**src/reset_seq_pkg.sv**
```systemverilog
// Shared constants, register map and state encoding of the reset source sequencer
package reset_seq_pkg;

    // Start-up delay length in system clock cycles
    localparam int DELAY_CYCLES = 1024;
    localparam int DELAY_CNT_W  = 11;

    // Register byte addresses on the AXI4-Lite port
    localparam logic [7:0] ADDR_STATUS     = 8'h00;
    localparam logic [7:0] ADDR_IRQ_STATUS = 8'h04;
    localparam logic [7:0] ADDR_IRQ_ENABLE = 8'h08;
    localparam logic [7:0] ADDR_IRQ_CLEAR  = 8'h0C;
    localparam logic [7:0] ADDR_CONTROL    = 8'h10;

    // AXI response codes
    localparam logic [1:0] RESP_OKAY   = 2'h0;
    localparam logic [1:0] RESP_SLVERR = 2'h2;

    // Status register field positions
    localparam int ST_TIMEOUT  = 0;
    localparam int ST_PWRDOWN  = 1;
    localparam int ST_HALTED   = 2;
    localparam int ST_DELAY    = 3;
    localparam int ST_CHIPRST  = 4;
    localparam int ST_POWERON  = 5;

    // Interrupt event bit positions
    localparam int EV_W          = 4;
    localparam int EV_EXT_RESET  = 0;
    localparam int EV_WDT_FULL   = 1;
    localparam int EV_WARM_RESET = 2;
    localparam int EV_WAKE_DONE  = 3;

    // Control register: bit 0 lets watchdog time-outs reset the chip
    localparam int         CTL_WDT_EN    = 0;
    localparam logic [0:0] CONTROL_RESET = 1'h1;

    // Values driven into peripherals on a full chip reset
    localparam logic [7:0]  PORT_INIT  = 8'hFF;
    localparam logic [7:0]  TIMER_INIT = 8'h08;
    localparam logic [7:0]  CONV_INIT  = 8'h40;
    localparam logic [11:0] PC_INIT    = 12'h000;

    // Sequencer states, one-hot
    typedef enum logic [2:0] {
        S_RUN   = 3'b001,
        S_HALT  = 3'b010,
        S_DELAY = 3'b100
    } state_e;

endpackage : reset_seq_pkg

```
**src/startup_delay_timer.sv**
```systemverilog
// Start-up delay counter: counts a fixed number of cycles after each restart
`timescale 1ns/1ps
module startup_delay_timer #(
    parameter int CYCLES = 1024,
    parameter int W      = 11
) (
    input  wire logic clk,
    input  wire logic rstn,
    input  wire logic restart,
    input  wire logic enable,
    output wire logic done
);
    localparam logic [W-1:0] LAST = W'(CYCLES - 1);

    logic [W-1:0] count;

    // Done on the last counted cycle, never in the restart cycle itself
    assign done = enable && !restart && (count == LAST);

    // Counter clears on restart and advances while the delay is active
    always_ff @(posedge clk) begin
        if (!rstn || restart) begin
            count <= '0;
        end else if (enable && !done) begin
            count <= count + W'(1);
        end
    end

endmodule : startup_delay_timer

```
**src/reset_source_sequencer.sv**
```systemverilog
// Reset source sequencer: cause decode, start-up delay, cause flags and AXI4-Lite status port
// Behaviour
// Pin reset when running or halted, or running watchdog time-out, resets whole chip.
// Watchdog time-out while halted gives warm reset of PC and SP only.
// Cause flags: power-up 00, pin run unchanged, pin halt 01, wdt 1u, wdt halt 11.
// Insert 1024-cycle start-up delay after every reset and every wake from halt.
// Hold chip reset through the delay; resume from halt only after it.
// Chip reset zeroes PC, disables interrupts, stops timer, inputs ports, resets SP.
// Chip reset clears watchdog, which restarts counting right after.
// General registers unknown only after power-on, untouched by other resets.
// Full resets load ports all ones, timer control 08h, converter control 40h.
// Powerdown flag cleared by power-up or clear instruction, set by halt; halt clears timeout.
// Outside agent requests reset by driving pin low, also clearing watchdog.
// Synchronise external reset pin to system clock before use.
`timescale 1ns/1ps
module reset_source_sequencer (
    input  wire logic        CLK,
    input  wire logic        RSTN,
    input  wire logic        EXT_RESET_PIN_N,
    input  wire logic        WDT_TIMEOUT,
    input  wire logic        HALT_EXEC,
    input  wire logic        WDT_CLEAR_EXEC,
    input  wire logic        WAKE_EVENT,
    output logic             CHIP_RESET,
    output logic             WARM_RESET,
    output logic             POWERON_RESET,
    output logic             CPU_STALL,
    output logic             WDT_CLEAR,
    output logic             TIMEOUT_FLAG,
    output logic             POWERDOWN_FLAG,
    output logic [11:0]      PC_INIT_VALUE,
    output logic [7:0]       PORT_INIT_VALUE,
    output logic [7:0]       TIMER_CTRL_INIT,
    output logic [7:0]       CONV_CTRL_INIT,
    output logic             IRQ,
    input  wire logic [7:0]  AWADDR,
    input  wire logic        AWVALID,
    output logic             AWREADY,
    input  wire logic [31:0] WDATA,
    input  wire logic [3:0]  WSTRB,
    input  wire logic        WVALID,
    output logic             WREADY,
    output logic [1:0]       BRESP,
    output logic             BVALID,
    input  wire logic        BREADY,
    input  wire logic [7:0]  ARADDR,
    input  wire logic        ARVALID,
    output logic             ARREADY,
    output logic [31:0]      RDATA,
    output logic [1:0]       RRESP,
    output logic             RVALID,
    input  wire logic        RREADY
);

    reset_seq_pkg::state_e state;
    reset_seq_pkg::state_e next_state;
    logic                              ext_meta;
    logic                              ext_sync;
    logic                              ext_low_q;
    logic                              delay_full;
    logic                              next_full;
    logic                              next_timeout;
    logic                              next_pwrdown;
    logic                              wdt_enable;
    logic [reset_seq_pkg::EV_W-1:0]    irq_status;
    logic [reset_seq_pkg::EV_W-1:0]    irq_enable;
    logic [7:0]                        awaddr_q;
    logic [31:0]                       wdata_q;
    logic [3:0]                        wstrb_q;
    // synchronise pin
    // Two flops before any logic reads the pin; idle level is high
    always_ff @(posedge CLK) begin
        if (!RSTN) begin
            ext_meta <= 1'b1;
            ext_sync <= 1'b1;
        end else begin
            ext_meta <= EXT_RESET_PIN_N;
            ext_sync <= ext_meta;
        end
    end

    // Decoded events; the pin is a level and also an edge for the flags
    wire in_run     = (state == reset_seq_pkg::S_RUN);
    wire in_halt    = (state == reset_seq_pkg::S_HALT);
    wire in_delay   = (state == reset_seq_pkg::S_DELAY);
    wire ext_low    = !ext_sync;
    wire ext_fall   = ext_low && !ext_low_q;
    wire wdt_evt    = WDT_TIMEOUT && wdt_enable && !ext_low;
    wire wdt_run    = wdt_evt && in_run;
    wire wdt_halt   = wdt_evt && in_halt;
    wire wake_halt  = WAKE_EVENT && in_halt && !ext_low && !wdt_halt;
    wire halt_entry = HALT_EXEC && in_run && !ext_low && !wdt_run;
    wire clr_instr  = WDT_CLEAR_EXEC && in_run && !ext_low && !wdt_run;
    wire restart    = ext_low || wdt_run || wdt_halt || wake_halt;
    wire delay_done;

    // start-up delay
    startup_delay_timer #(
        .CYCLES (reset_seq_pkg::DELAY_CYCLES),
        .W      (reset_seq_pkg::DELAY_CNT_W)
    ) u_startup_delay_timer (
        .clk     (CLK),
        .rstn    (RSTN),
        .restart (restart),
        .enable  (in_delay),
        .done    (delay_done)
    );

    // full reset sources
    // Pin held low keeps the delay restarting, so release starts the 1024 cycles
    always_comb begin
        next_state = state;
        next_full  = delay_full;
        if (ext_low) begin
            next_state = reset_seq_pkg::S_DELAY;
            next_full  = 1'b1;
        end else begin
            case (state)
                reset_seq_pkg::S_RUN: begin
                    if (wdt_run) begin
                        next_state = reset_seq_pkg::S_DELAY;
                        next_full  = 1'b1;
                    end else if (halt_entry) begin
                        next_state = reset_seq_pkg::S_HALT;
                    end
                end
                reset_seq_pkg::S_HALT: begin
                    // warm reset wake
                    if (wdt_halt || wake_halt) begin
                        next_state = reset_seq_pkg::S_DELAY;
                        next_full  = 1'b0;
                    end
                end
                reset_seq_pkg::S_DELAY: begin
                    // resume after delay
                    if (delay_done) begin
                        next_state = reset_seq_pkg::S_RUN;
                        next_full  = 1'b0;
                    end
                end
                default: begin
                    next_state = reset_seq_pkg::S_DELAY;
                    next_full  = 1'b1;
                end
            endcase
        end
    end

    // cause flags
    // Pin reset during normal running leaves both flags as they were
    always_comb begin
        next_timeout = TIMEOUT_FLAG;
        next_pwrdown = POWERDOWN_FLAG;
        if (ext_fall) begin
            if (in_halt) begin
                next_timeout = 1'b0;
                next_pwrdown = 1'b1;
            end
        end else if (wdt_run) begin
            next_timeout = 1'b1;
        end else if (wdt_halt) begin
            next_timeout = 1'b1;
            next_pwrdown = 1'b1;
        end else if (halt_entry) begin
            // halt sets powerdown
            next_timeout = 1'b0;
            next_pwrdown = 1'b1;
        end else if (clr_instr) begin
            // clear instruction
            next_pwrdown = 1'b0;
        end
    end

    // Sequencer state; power-up starts in a full-reset delay with both flags clear
    always_ff @(posedge CLK) begin
        if (!RSTN) begin
            state          <= reset_seq_pkg::S_DELAY;
            delay_full     <= 1'b1;
            ext_low_q      <= 1'b0;
            TIMEOUT_FLAG   <= 1'b0;
            POWERDOWN_FLAG <= 1'b0;
        end else begin
            state          <= next_state;
            delay_full     <= next_full;
            ext_low_q      <= ext_low;
            TIMEOUT_FLAG   <= next_timeout;
            POWERDOWN_FLAG <= next_pwrdown;
        end
    end

    // Next values of the reset outputs, so each output is a plain flop
    wire next_chip  = (next_state == reset_seq_pkg::S_DELAY) && next_full;
    wire next_stall = (next_state != reset_seq_pkg::S_RUN);
    wire next_wclr  = next_chip || ext_low || halt_entry;

    // hold chip reset
    // chip reset effects
    // watchdog clear
    // Watchdog clear drops with chip reset so it restarts counting at once
    always_ff @(posedge CLK) begin
        if (!RSTN) begin
            CHIP_RESET <= 1'b1;
            CPU_STALL  <= 1'b1;
            WDT_CLEAR  <= 1'b1;
            WARM_RESET <= 1'b0;
        end else begin
            CHIP_RESET <= next_chip;
            CPU_STALL  <= next_stall;
            WDT_CLEAR  <= next_wclr;
            WARM_RESET <= wdt_halt;
        end
    end

    // power-on only
    // Marks general registers unknown; cleared at the end of the power-up delay
    always_ff @(posedge CLK) begin
        if (!RSTN) begin
            POWERON_RESET <= 1'b1;
        end else if (in_delay && delay_done) begin
            POWERON_RESET <= 1'b0;
        end
    end

    // initial values
    // Peripherals load these while CHIP_RESET is high; warm reset never asserts it
    always_ff @(posedge CLK) begin
        if (!RSTN) begin
            PC_INIT_VALUE   <= reset_seq_pkg::PC_INIT;
            PORT_INIT_VALUE <= reset_seq_pkg::PORT_INIT;
            TIMER_CTRL_INIT <= reset_seq_pkg::TIMER_INIT;
            CONV_CTRL_INIT  <= reset_seq_pkg::CONV_INIT;
        end
    end

    // Interrupt events; the sticky set wins over a same-cycle clear
    wire [reset_seq_pkg::EV_W-1:0] events = {in_delay && delay_done && !delay_full, wdt_halt, wdt_run, ext_fall};

    // Write decode on the held address and data
    wire do_write  = !AWREADY && !WREADY && !BVALID;
    wire lane0     = wstrb_q[0];
    wire wr_enable = do_write && lane0 && (awaddr_q == reset_seq_pkg::ADDR_IRQ_ENABLE);
    wire wr_clear  = do_write && lane0 && (awaddr_q == reset_seq_pkg::ADDR_IRQ_CLEAR);
    wire wr_ctrl   = do_write && lane0 && (awaddr_q == reset_seq_pkg::ADDR_CONTROL);
    wire wr_mapped = (awaddr_q == reset_seq_pkg::ADDR_STATUS) || (awaddr_q == reset_seq_pkg::ADDR_IRQ_STATUS)
                  || (awaddr_q == reset_seq_pkg::ADDR_IRQ_ENABLE) || (awaddr_q == reset_seq_pkg::ADDR_IRQ_CLEAR)
                  || (awaddr_q == reset_seq_pkg::ADDR_CONTROL);
    wire [reset_seq_pkg::EV_W-1:0] clr_bits = wr_clear ? wdata_q[reset_seq_pkg::EV_W-1:0] : '0;
    wire [reset_seq_pkg::EV_W-1:0] next_irq_status = (irq_status & ~clr_bits) | events;

    // Sticky status, enable, control and the level interrupt
    always_ff @(posedge CLK) begin
        if (!RSTN) begin
            irq_status <= '0;
            irq_enable <= '0;
            wdt_enable <= reset_seq_pkg::CONTROL_RESET[0];
            IRQ        <= 1'b0;
        end else begin
            irq_status <= next_irq_status;
            if (wr_enable) begin
                irq_enable <= wdata_q[reset_seq_pkg::EV_W-1:0];
            end
            if (wr_ctrl) begin
                wdt_enable <= wdata_q[reset_seq_pkg::CTL_WDT_EN];
            end
            IRQ <= |(next_irq_status & (wr_enable ? wdata_q[reset_seq_pkg::EV_W-1:0] : irq_enable));
        end
    end

    // Write channels: address and data taken in either order, answer after both
    always_ff @(posedge CLK) begin
        if (!RSTN) begin
            AWREADY  <= 1'b1;
            WREADY   <= 1'b1;
            BVALID   <= 1'b0;
            BRESP    <= reset_seq_pkg::RESP_OKAY;
            awaddr_q <= 8'h00;
            wdata_q  <= 32'h0000_0000;
            wstrb_q  <= 4'h0;
        end else begin
            if (AWVALID && AWREADY) begin
                AWREADY  <= 1'b0;
                awaddr_q <= AWADDR;
            end
            if (WVALID && WREADY) begin
                WREADY  <= 1'b0;
                wdata_q <= WDATA;
                wstrb_q <= WSTRB;
            end
            if (do_write) begin
                BVALID <= 1'b1;
                BRESP  <= wr_mapped ? reset_seq_pkg::RESP_OKAY : reset_seq_pkg::RESP_SLVERR;
            end else if (BVALID && BREADY) begin
                BVALID  <= 1'b0;
                AWREADY <= 1'b1;
                WREADY  <= 1'b1;
            end
        end
    end

    // Read decode straight from the offered address
    logic [31:0] status_word;
    always_comb begin
        status_word                             = 32'h0000_0000;
        status_word[reset_seq_pkg::ST_TIMEOUT]  = TIMEOUT_FLAG;
        status_word[reset_seq_pkg::ST_PWRDOWN]  = POWERDOWN_FLAG;
        status_word[reset_seq_pkg::ST_HALTED]   = in_halt;
        status_word[reset_seq_pkg::ST_DELAY]    = in_delay;
        status_word[reset_seq_pkg::ST_CHIPRST]  = CHIP_RESET;
        status_word[reset_seq_pkg::ST_POWERON]  = POWERON_RESET;
    end

    wire rd_status = (ARADDR == reset_seq_pkg::ADDR_STATUS);
    wire rd_irqsts = (ARADDR == reset_seq_pkg::ADDR_IRQ_STATUS);
    wire rd_irqen  = (ARADDR == reset_seq_pkg::ADDR_IRQ_ENABLE);
    wire rd_clear  = (ARADDR == reset_seq_pkg::ADDR_IRQ_CLEAR);
    wire rd_ctrl   = (ARADDR == reset_seq_pkg::ADDR_CONTROL);
    wire rd_mapped = rd_status || rd_irqsts || rd_irqen || rd_clear || rd_ctrl;
    wire [31:0] rd_word = rd_status ? status_word : rd_irqsts ? {28'h0000000, irq_status}
                        : rd_irqen  ? {28'h0000000, irq_enable} : rd_ctrl ? {31'h0, wdt_enable}
                        : 32'h0000_0000;   // Clear register and holes read zero

    // Read channel: one read outstanding, data captured at the address handshake
    always_ff @(posedge CLK) begin
        if (!RSTN) begin
            ARREADY <= 1'b1;
            RVALID  <= 1'b0;
            RDATA   <= 32'h0000_0000;
            RRESP   <= reset_seq_pkg::RESP_OKAY;
        end else if (ARVALID && ARREADY) begin
            ARREADY <= 1'b0;
            RVALID  <= 1'b1;
            RDATA   <= rd_word;
            RRESP   <= rd_mapped ? reset_seq_pkg::RESP_OKAY : reset_seq_pkg::RESP_SLVERR;
        end else if (RVALID && RREADY) begin
            RVALID  <= 1'b0;
            ARREADY <= 1'b1;
        end
    end

endmodule : reset_source_sequencer

```
**config.mk**
```make
export PLATFORM = sky130hd
export DESIGN_NAME = reset_source_sequencer
export DESIGN_NICKNAME = d
export VERILOG_FILES = /design/src/reset_seq_pkg.sv /design/src/startup_delay_timer.sv /design/src/reset_source_sequencer.sv
export SDC_FILE = /design/constraint.sdc
export NUM_CORES = 1
export LEC_CHECK = 0
export BUFFER_PORTS_ARGS = -buffer_cell sky130_fd_sc_hd__buf_2
export CORE_MARGIN = 2
export CORE_UTILIZATION = 45
export CTS_CLUSTER_DIAMETER = 80
export DETAILED_ROUTE_END_ITERATION = 6
export GPL_TIMING_DRIVEN = 0
export MAX_ROUTING_LAYER = met4
export PLACE_DENSITY = 0.81
export SKIP_CTS_REPAIR_TIMING = 1
export SYNTH_ARGS = -nofsm -noshare
export SYNTH_HDL_FRONTEND = slang
export SYNTH_HIERARCHICAL = 1
export SYNTH_SLANG_ARGS = --single-unit
```
**constraint.sdc**
```tcl
create_clock -name CLK -period 6.6 [get_ports CLK]
set_input_delay 0.33 -clock CLK [delete_from_list [all_inputs] [get_ports CLK]]
set_output_delay 0.33 -clock CLK [all_outputs]
set_load 0.1 [all_outputs]
```
==> results.md, run 1 <==
- Maximum clock rate: 338 MHz
- Die X-Extent: 90.5 um
- First drt pass iteration count: 4
- Ys async rst share: 0
- Endpoints failing setup: 0
- Row Count: 31
- Area grow syn2layout: 24.0%
- Most common cell after layout, fill and taps aside: buf_4
- Routed vias/inst: 4.73
- Number of synthesized register bits: 61
- All-layer global routing usage: 0.190
- Clk sink count: 61
- RD Place Congestion: between 0.8 and 0.9
- Detailed Place HPWL: 5.70 mm
- Pwr/cell area: 234 mW/mm^2
- Hold Crit Class: in -> reg
- Max transition margin: 0.639
- Critical path launch point type: register
- Status: finished clean
- CTS tree: built
- Vias: around 2900
- Share of the clock period used by the worst path: 0.448
- Skew final: about 0.0065 ns
- Vias in the first global route: roughly 2700
- Final hold vios: 0
- Core area: 0.00725 sq mm
- CP required: 6.87 ns
- Nets: between 500 and 600
- Routed WL: 7.28 mm
- CTS root buf: clkbuf_8
- Mapped Avg Cell Area: 8.70 sq um
- EDFF count, synth: 0
- RSZ-0062 raised after global routing: no
- CTS Buf Count: 9
- Initial antenna violation count: 0
- Worst Tran Pin Value: roughly 0.54 ns
- Dominant synthesized flop cell: dfxtp_1
- Post-synthesis sequential area ratio: 0.363
- Final TNS setup: 0 ns
- Crit-path max FO: 10
- Minimum clock period: between 2 and 3 ns
- Antenna-violating nets left: 0
- Commonest non-fill, non-tap cells in the layout: buf_4 (65), conb_1 (64), dfxtp_1 (61)
- Antenna fix cells: 0
- Fin. max-slew vios: 0
- Port bufs: 51
- CP Capture Type: register
- Post-synth cell types: 64
- Largest net degree at the start of global routing: 11
- Mapped cell area: 0.00337 sq mm
- WS Path Type: reg -> reg
- Clock Pin Slew Worst Setup and Hold Paths: 0.06 ns
- Syn Inst Count: 387
- First-pass GRT wire length: 12.3 mm
- Die Height: 90.5 um
- Ports: 149
- Global route overflow: 0
- DR iter-0 viols: 153
- Synth warn: 6
- Die area: ~0.0082 sq mm
- Max Cap Viol: 0
- Placed Area: between 0.003 and 0.004 sq mm
- Arrival @ worst endpoint: around 3.2 ns
- Drt drc: 0
- Initial Util: 0.464
- DR WL/cell: 11.9 um
- Peak supply drop: 0.186 mV
- Clock buffer depth: 2
- Share of layout cells above drive strength 1: 0.293
- Post-route cell area: 0.00418 sq mm
- H-tree depth: 3
- Worst skew pair latency: about 0.33 ns
- Static leakage: ~1.9 nW
==> flip-flops by register name, summed over array words and instances, names as in the netlist, 3 cells and up <==
register and flops:
state 3, u_startup_delay_timer/count 11, irq_status 4, awaddr_q 8, irq_enable 4, wdata_q 4
RDATA 6
==> synth_stat cells, types with 3 or more instances <==
cell type	count	area (sq um)
o21ai_0	19	95.1
clkbuf_1	8	30.0
a21oi_1	10	50.1
a21boi_0	26	195
and2_1	3	18.8
nor2_1	14	52.6
buf_4	65	488
o21a_1	5	37.5
or3b_2	3	26.3
or3_1	4	25.0
nand3_1	23	115
nor2b_1	11	68.8
a31oi_1	3	18.8
mux2i_1	8	80.1
o22ai_1	4	25.0
nor3_1	5	25.0
nand4_1	7	43.8
nand2_1	42	158
o21ai_1	3	15.0
dfxtp_1	61	1220
nand2b_1	7	43.8
inv_1	6	22.5
==> through the flow <==
| stage | total power [mW] | util | hold slack, ns | cells | setup slack (ns) |
|---|---|---|---|---|---|
| after global placement | 0.665 | 0.549 | 0.397 | 599 | 3.76 |
| final | 0.978 | 0.576 | 0.196 | 614 | 3.64 |
| after detailed placement | 0.667 | 0.549 | 0.411 | 599 | 3.76 |
| after global routing | 1.01 | 0.576 | 0.199 | 614 | 3.42 |
| after CTS | 0.986 | 0.576 | 0.178 | 614 | 3.71 |
| after floorplan | 0.641 | - | 0.386 | 449 | 4.27 |
==> report_power, final <==
group / internal, mW / switching (mW) / total, mW
clock network: 0.186 / 0.132 / 0.317
logic: 0.0528 / 0.219 / 0.272
registers: 0.379 / 0.0101 / 0.389
==> worst max-delay path, stage by stage (launching register included) <==
cell	delay, ns
dfxtp_1	0.47
xnor2_1	0.18
or3_1	0.15
nand3_1	0.14
nand4b_4	0.25
nor4_4	0.55
nand4bb_1	0.32
o21ai_0	0.22
o21ai_0	0.10
a211oi_1	0.31
o41a_1	0.21
==> metal layers <==
metal  vias up  track usage  share of wire
met4         0       0.0718          0.010
met1      1295        0.227           0.44
met3         6       0.0601          0.082
met2       109        0.298           0.47
met5         -            -              0
li1       1495            -              -
==> layout make-up <==
| cell class | instances | area, sq um |
|---|---|---|
| fill | 651 | 3080 |
| buffer | 76 | 538 |
| multi-input combinational | 306 | 1820 |
| sequential | 61 | 1220 |
| inverter | 6 | 22.5 |
| tap | 99 | 124 |
| clock buffer | 15 | 196 |
| timing repair buffer | 51 | 255 |
==> cells by family (layout without fill, tap and decap cells) <==
| family | count (synthesis) | in the layout | share of synthesized area |
|---|---|---|---|
| compound gates | 88 | 88 | 0.181 |
| simple gates | 143 | 143 | 0.255 |
| other cells | 2 | 64 | 0.00223 |
| flops | 61 | 61 | 0.363 |
| mux | 8 | 8 | 0.0238 |
| fa+ha+maj | 1 | 1 | 0.00371 |
| buf+inv | 82 | 148 | 0.166 |
| xor+xnor | 2 | 2 | 0.00520 |
==> worst paths after layout <==
kind         slack, ns                 from             endpoint  depth (start not counted)
max reg2reg       3.64  state[0]$_SDFF_PN0_       IRQ$_SDFF_PN0_                         10
max               3.64  state[0]$_SDFF_PN0_       IRQ$_SDFF_PN0_                         10
min               0.20      EXT_RESET_PIN_N  ext_meta$_SDFF_PN1_                          2
min reg2reg       0.42  ext_meta$_SDFF_PN1_  ext_sync$_SDFF_PN1_                          1
Note: power is estimated with default switching activity, not from simulation.
==> inputs of run 2 (changes only) <==
==> constraint.sdc (replaced) <==
create_clock -name CLK -period 2.9 [get_ports CLK]
set_input_delay 0.145 -clock CLK [delete_from_list [all_inputs] [get_ports CLK]]
set_output_delay 0.145 -clock CLK [all_outputs]
set_load 0.1 [all_outputs]
==> results.md, run 2 (synthesis results as in run 1) <==
- Row Count: 31
- Drt drc: 0
- WS Path Type: reg -> reg
- Maximum clock rate: 375 MHz
- Core area: 0.00725 sq mm
- CP max stage cell: dfxtp_1
- Net Sw Frac: 0.370
- Family with the most delay on the worst path: simple AND/OR/NAND/NOR gates
- Critical path depth: 10
- Vias in the first global route: roughly 2700
- Sequential Power Share: 0.397
- First drt pass iteration count: 4
- Worst Tran Pin Value: around 0.51 ns
- Reg2reg setup slack: 0.23 ns
- Setup slack after layout: approximately 0.23 ns
- Int Pwr: 1.40 mW
- CTS Buf Count: 9
- Nets: between 500 and 600
- Initial antenna violation count: 0
- Clk sink count: 61
- Pwr/cell area: 532 mW/mm^2
- Clock buffer depth: 2
- Max Cap Viol: 0
- Global route overflow: 0
- Share of layout cells above drive strength 1: 0.296
- Routed vias/inst: ~4.8
- Final TNS setup: 0 ns
- Top reg by flops: u_startup_delay_timer/count
- Port bufs: 51
- Largest net degree at the start of global routing: 11
- Antenna fix cells: 0
- Critical path launch point type: register
- Clock network power share: 0.325
- Reg2Reg Depth: 10
- Most common cell after layout, fill and taps aside: buf_4
- Reg2reg end: IRQ$_SDFF_PN0_
- Antenna-violating nets left: 0
- Routed WL: 7.41 mm
- Pre-CTS WS: 0.0583 ns
- Top flop regs: u_startup_delay_timer/count (11), awaddr_q (8), RDATA (6)
- Ports: 149
- Total design power: 2.23 mW
- Worst path cell trace: xnor2_1 > or3_1 > nand3_1 > nand4b_4 > nor4_4 > nand4bb_1 > o21ai_0 > o21ai_0 > a211oi_1 > o41a_1
- Initial Util: 0.464
- Minimum clock period: approximately 2.7 ns
- RSZ-0062 raised after global routing: no
- Combinational power share: 0.278
- CP bufs+invs: 0
- Arrival @ worst endpoint: 2.94 ns
- Share of the clock period used by the worst path: 0.920
- Most used cell, CP: o21ai_0
- Die Height: 90.5 um
- Final hold vios: 0
- Vias: slightly below 3000
- Die X-Extent: 90.5 um
- Commonest non-fill, non-tap cells in the layout: buf_4 (67), conb_1 (64), dfxtp_1 (61)
- R2r startpoint: state[0]$_SDFF_PN0_
- Setup crit end: IRQ$_SDFF_PN0_
- Die area: 0.00819 sq mm
- Max transition margin: 0.657
- Hold Crit Class: in -> reg
- Crit-path max FO: 8
- Fin. max-slew vios: 0
- Clock Pin Slew Worst Setup and Hold Paths: 0.06 ns
- Detailed Place HPWL: between 5 and 6 mm
- CP Capture Type: register
- Status: finished clean
- H-tree depth: 3
- All-layer global routing usage: 0.190
- Worst skew pair latency: 0.33 ns
- Crit-path max cell delay: 0.48 ns
- Static leakage: 1.95 nW
- CTS root buf: clkbuf_8
- CP startpoint: state[0]$_SDFF_PN0_
- First-pass GRT wire length: 12.3 mm
- Area grow syn2layout: 24.4%
- DR WL/cell: 12.0 um
- CTS tree: built
- Max FFs per register: 11
- Psw: 823 uW
- CP required: 3.18 ns
- Skew final: 0.00638 ns
- DR iter-0 viols: roughly 200
- Endpoints failing setup: 0
- RD Place Congestion: 0.853
- Peak supply drop: 0.422 mV
[run 2: area by class of cell]
cell class | instances | area (sq um)
fill | 649 | 3060
multi-input combinational | 306 | 1820
sequential | 61 | 1220
buffer | 76 | 538
timing repair buffer | 53 | 270
clock buffer | 15 | 196
tap | 99 | 124
inverter | 6 | 22.5
[run 2: how the worst min path moves through the flow]
| stage | start | to | slack, ns | cells after the start |
|---|---|---|---|---|
| global placement | EXT_RESET_PIN_N | ext_meta$_SDFF_PN1_ | 0.34 | 2 |
| finish | EXT_RESET_PIN_N | ext_meta$_SDFF_PN1_ | 0.01 | 2 |
| detailed placement | EXT_RESET_PIN_N | ext_meta$_SDFF_PN1_ | 0.35 | 2 |
| floorplan | RSTN | ext_sync$_SDFF_PN1_ | 0.22 | 1 |
| CTS | EXT_RESET_PIN_N | ext_meta$_SDFF_PN1_ | -0.007 | 2 |
| global route | EXT_RESET_PIN_N | ext_meta$_SDFF_PN1_ | 0.01 | 2 |
[run 2: power groups by stage]
stage	combinational, mW	sequential (mW)	clock [mW]
5_1_grt	0.646	0.887	0.774
4_1_cts	0.616	0.884	0.743
3_5_place_dp	0.616	0.903	0
6_report	0.619	0.885	0.724
2_1_floorplan	0.508	0.950	0
3_3_place_gp	0.611	0.902	0
[run 2: per-stage QoR]
| step | instance area (sq um) | instances | utilization | hold WS [ns] |
|---|---|---|---|---|
| detailed placement | 3980 | 599 | 0.549 | 0.348 |
| finish | 4190 | 616 | 0.578 | 0.00989 |
| floorplan | 3600 | 449 | - | 0.218 |
| CTS | 4180 | 614 | 0.576 | -0.00687 |
| global placement | 3980 | 599 | 0.549 | 0.340 |
| global route | 4190 | 616 | 0.578 | 0.0143 |
[run 2: metal layers]
layer  track usage  wire (um)  vias to the layer above
li1              -          -                     1499
met1         0.227       3190                     1315
met2         0.298       3440                      115
met3        0.0601        672                        9
met4        0.0718        105                        0
met5             -          0                        -
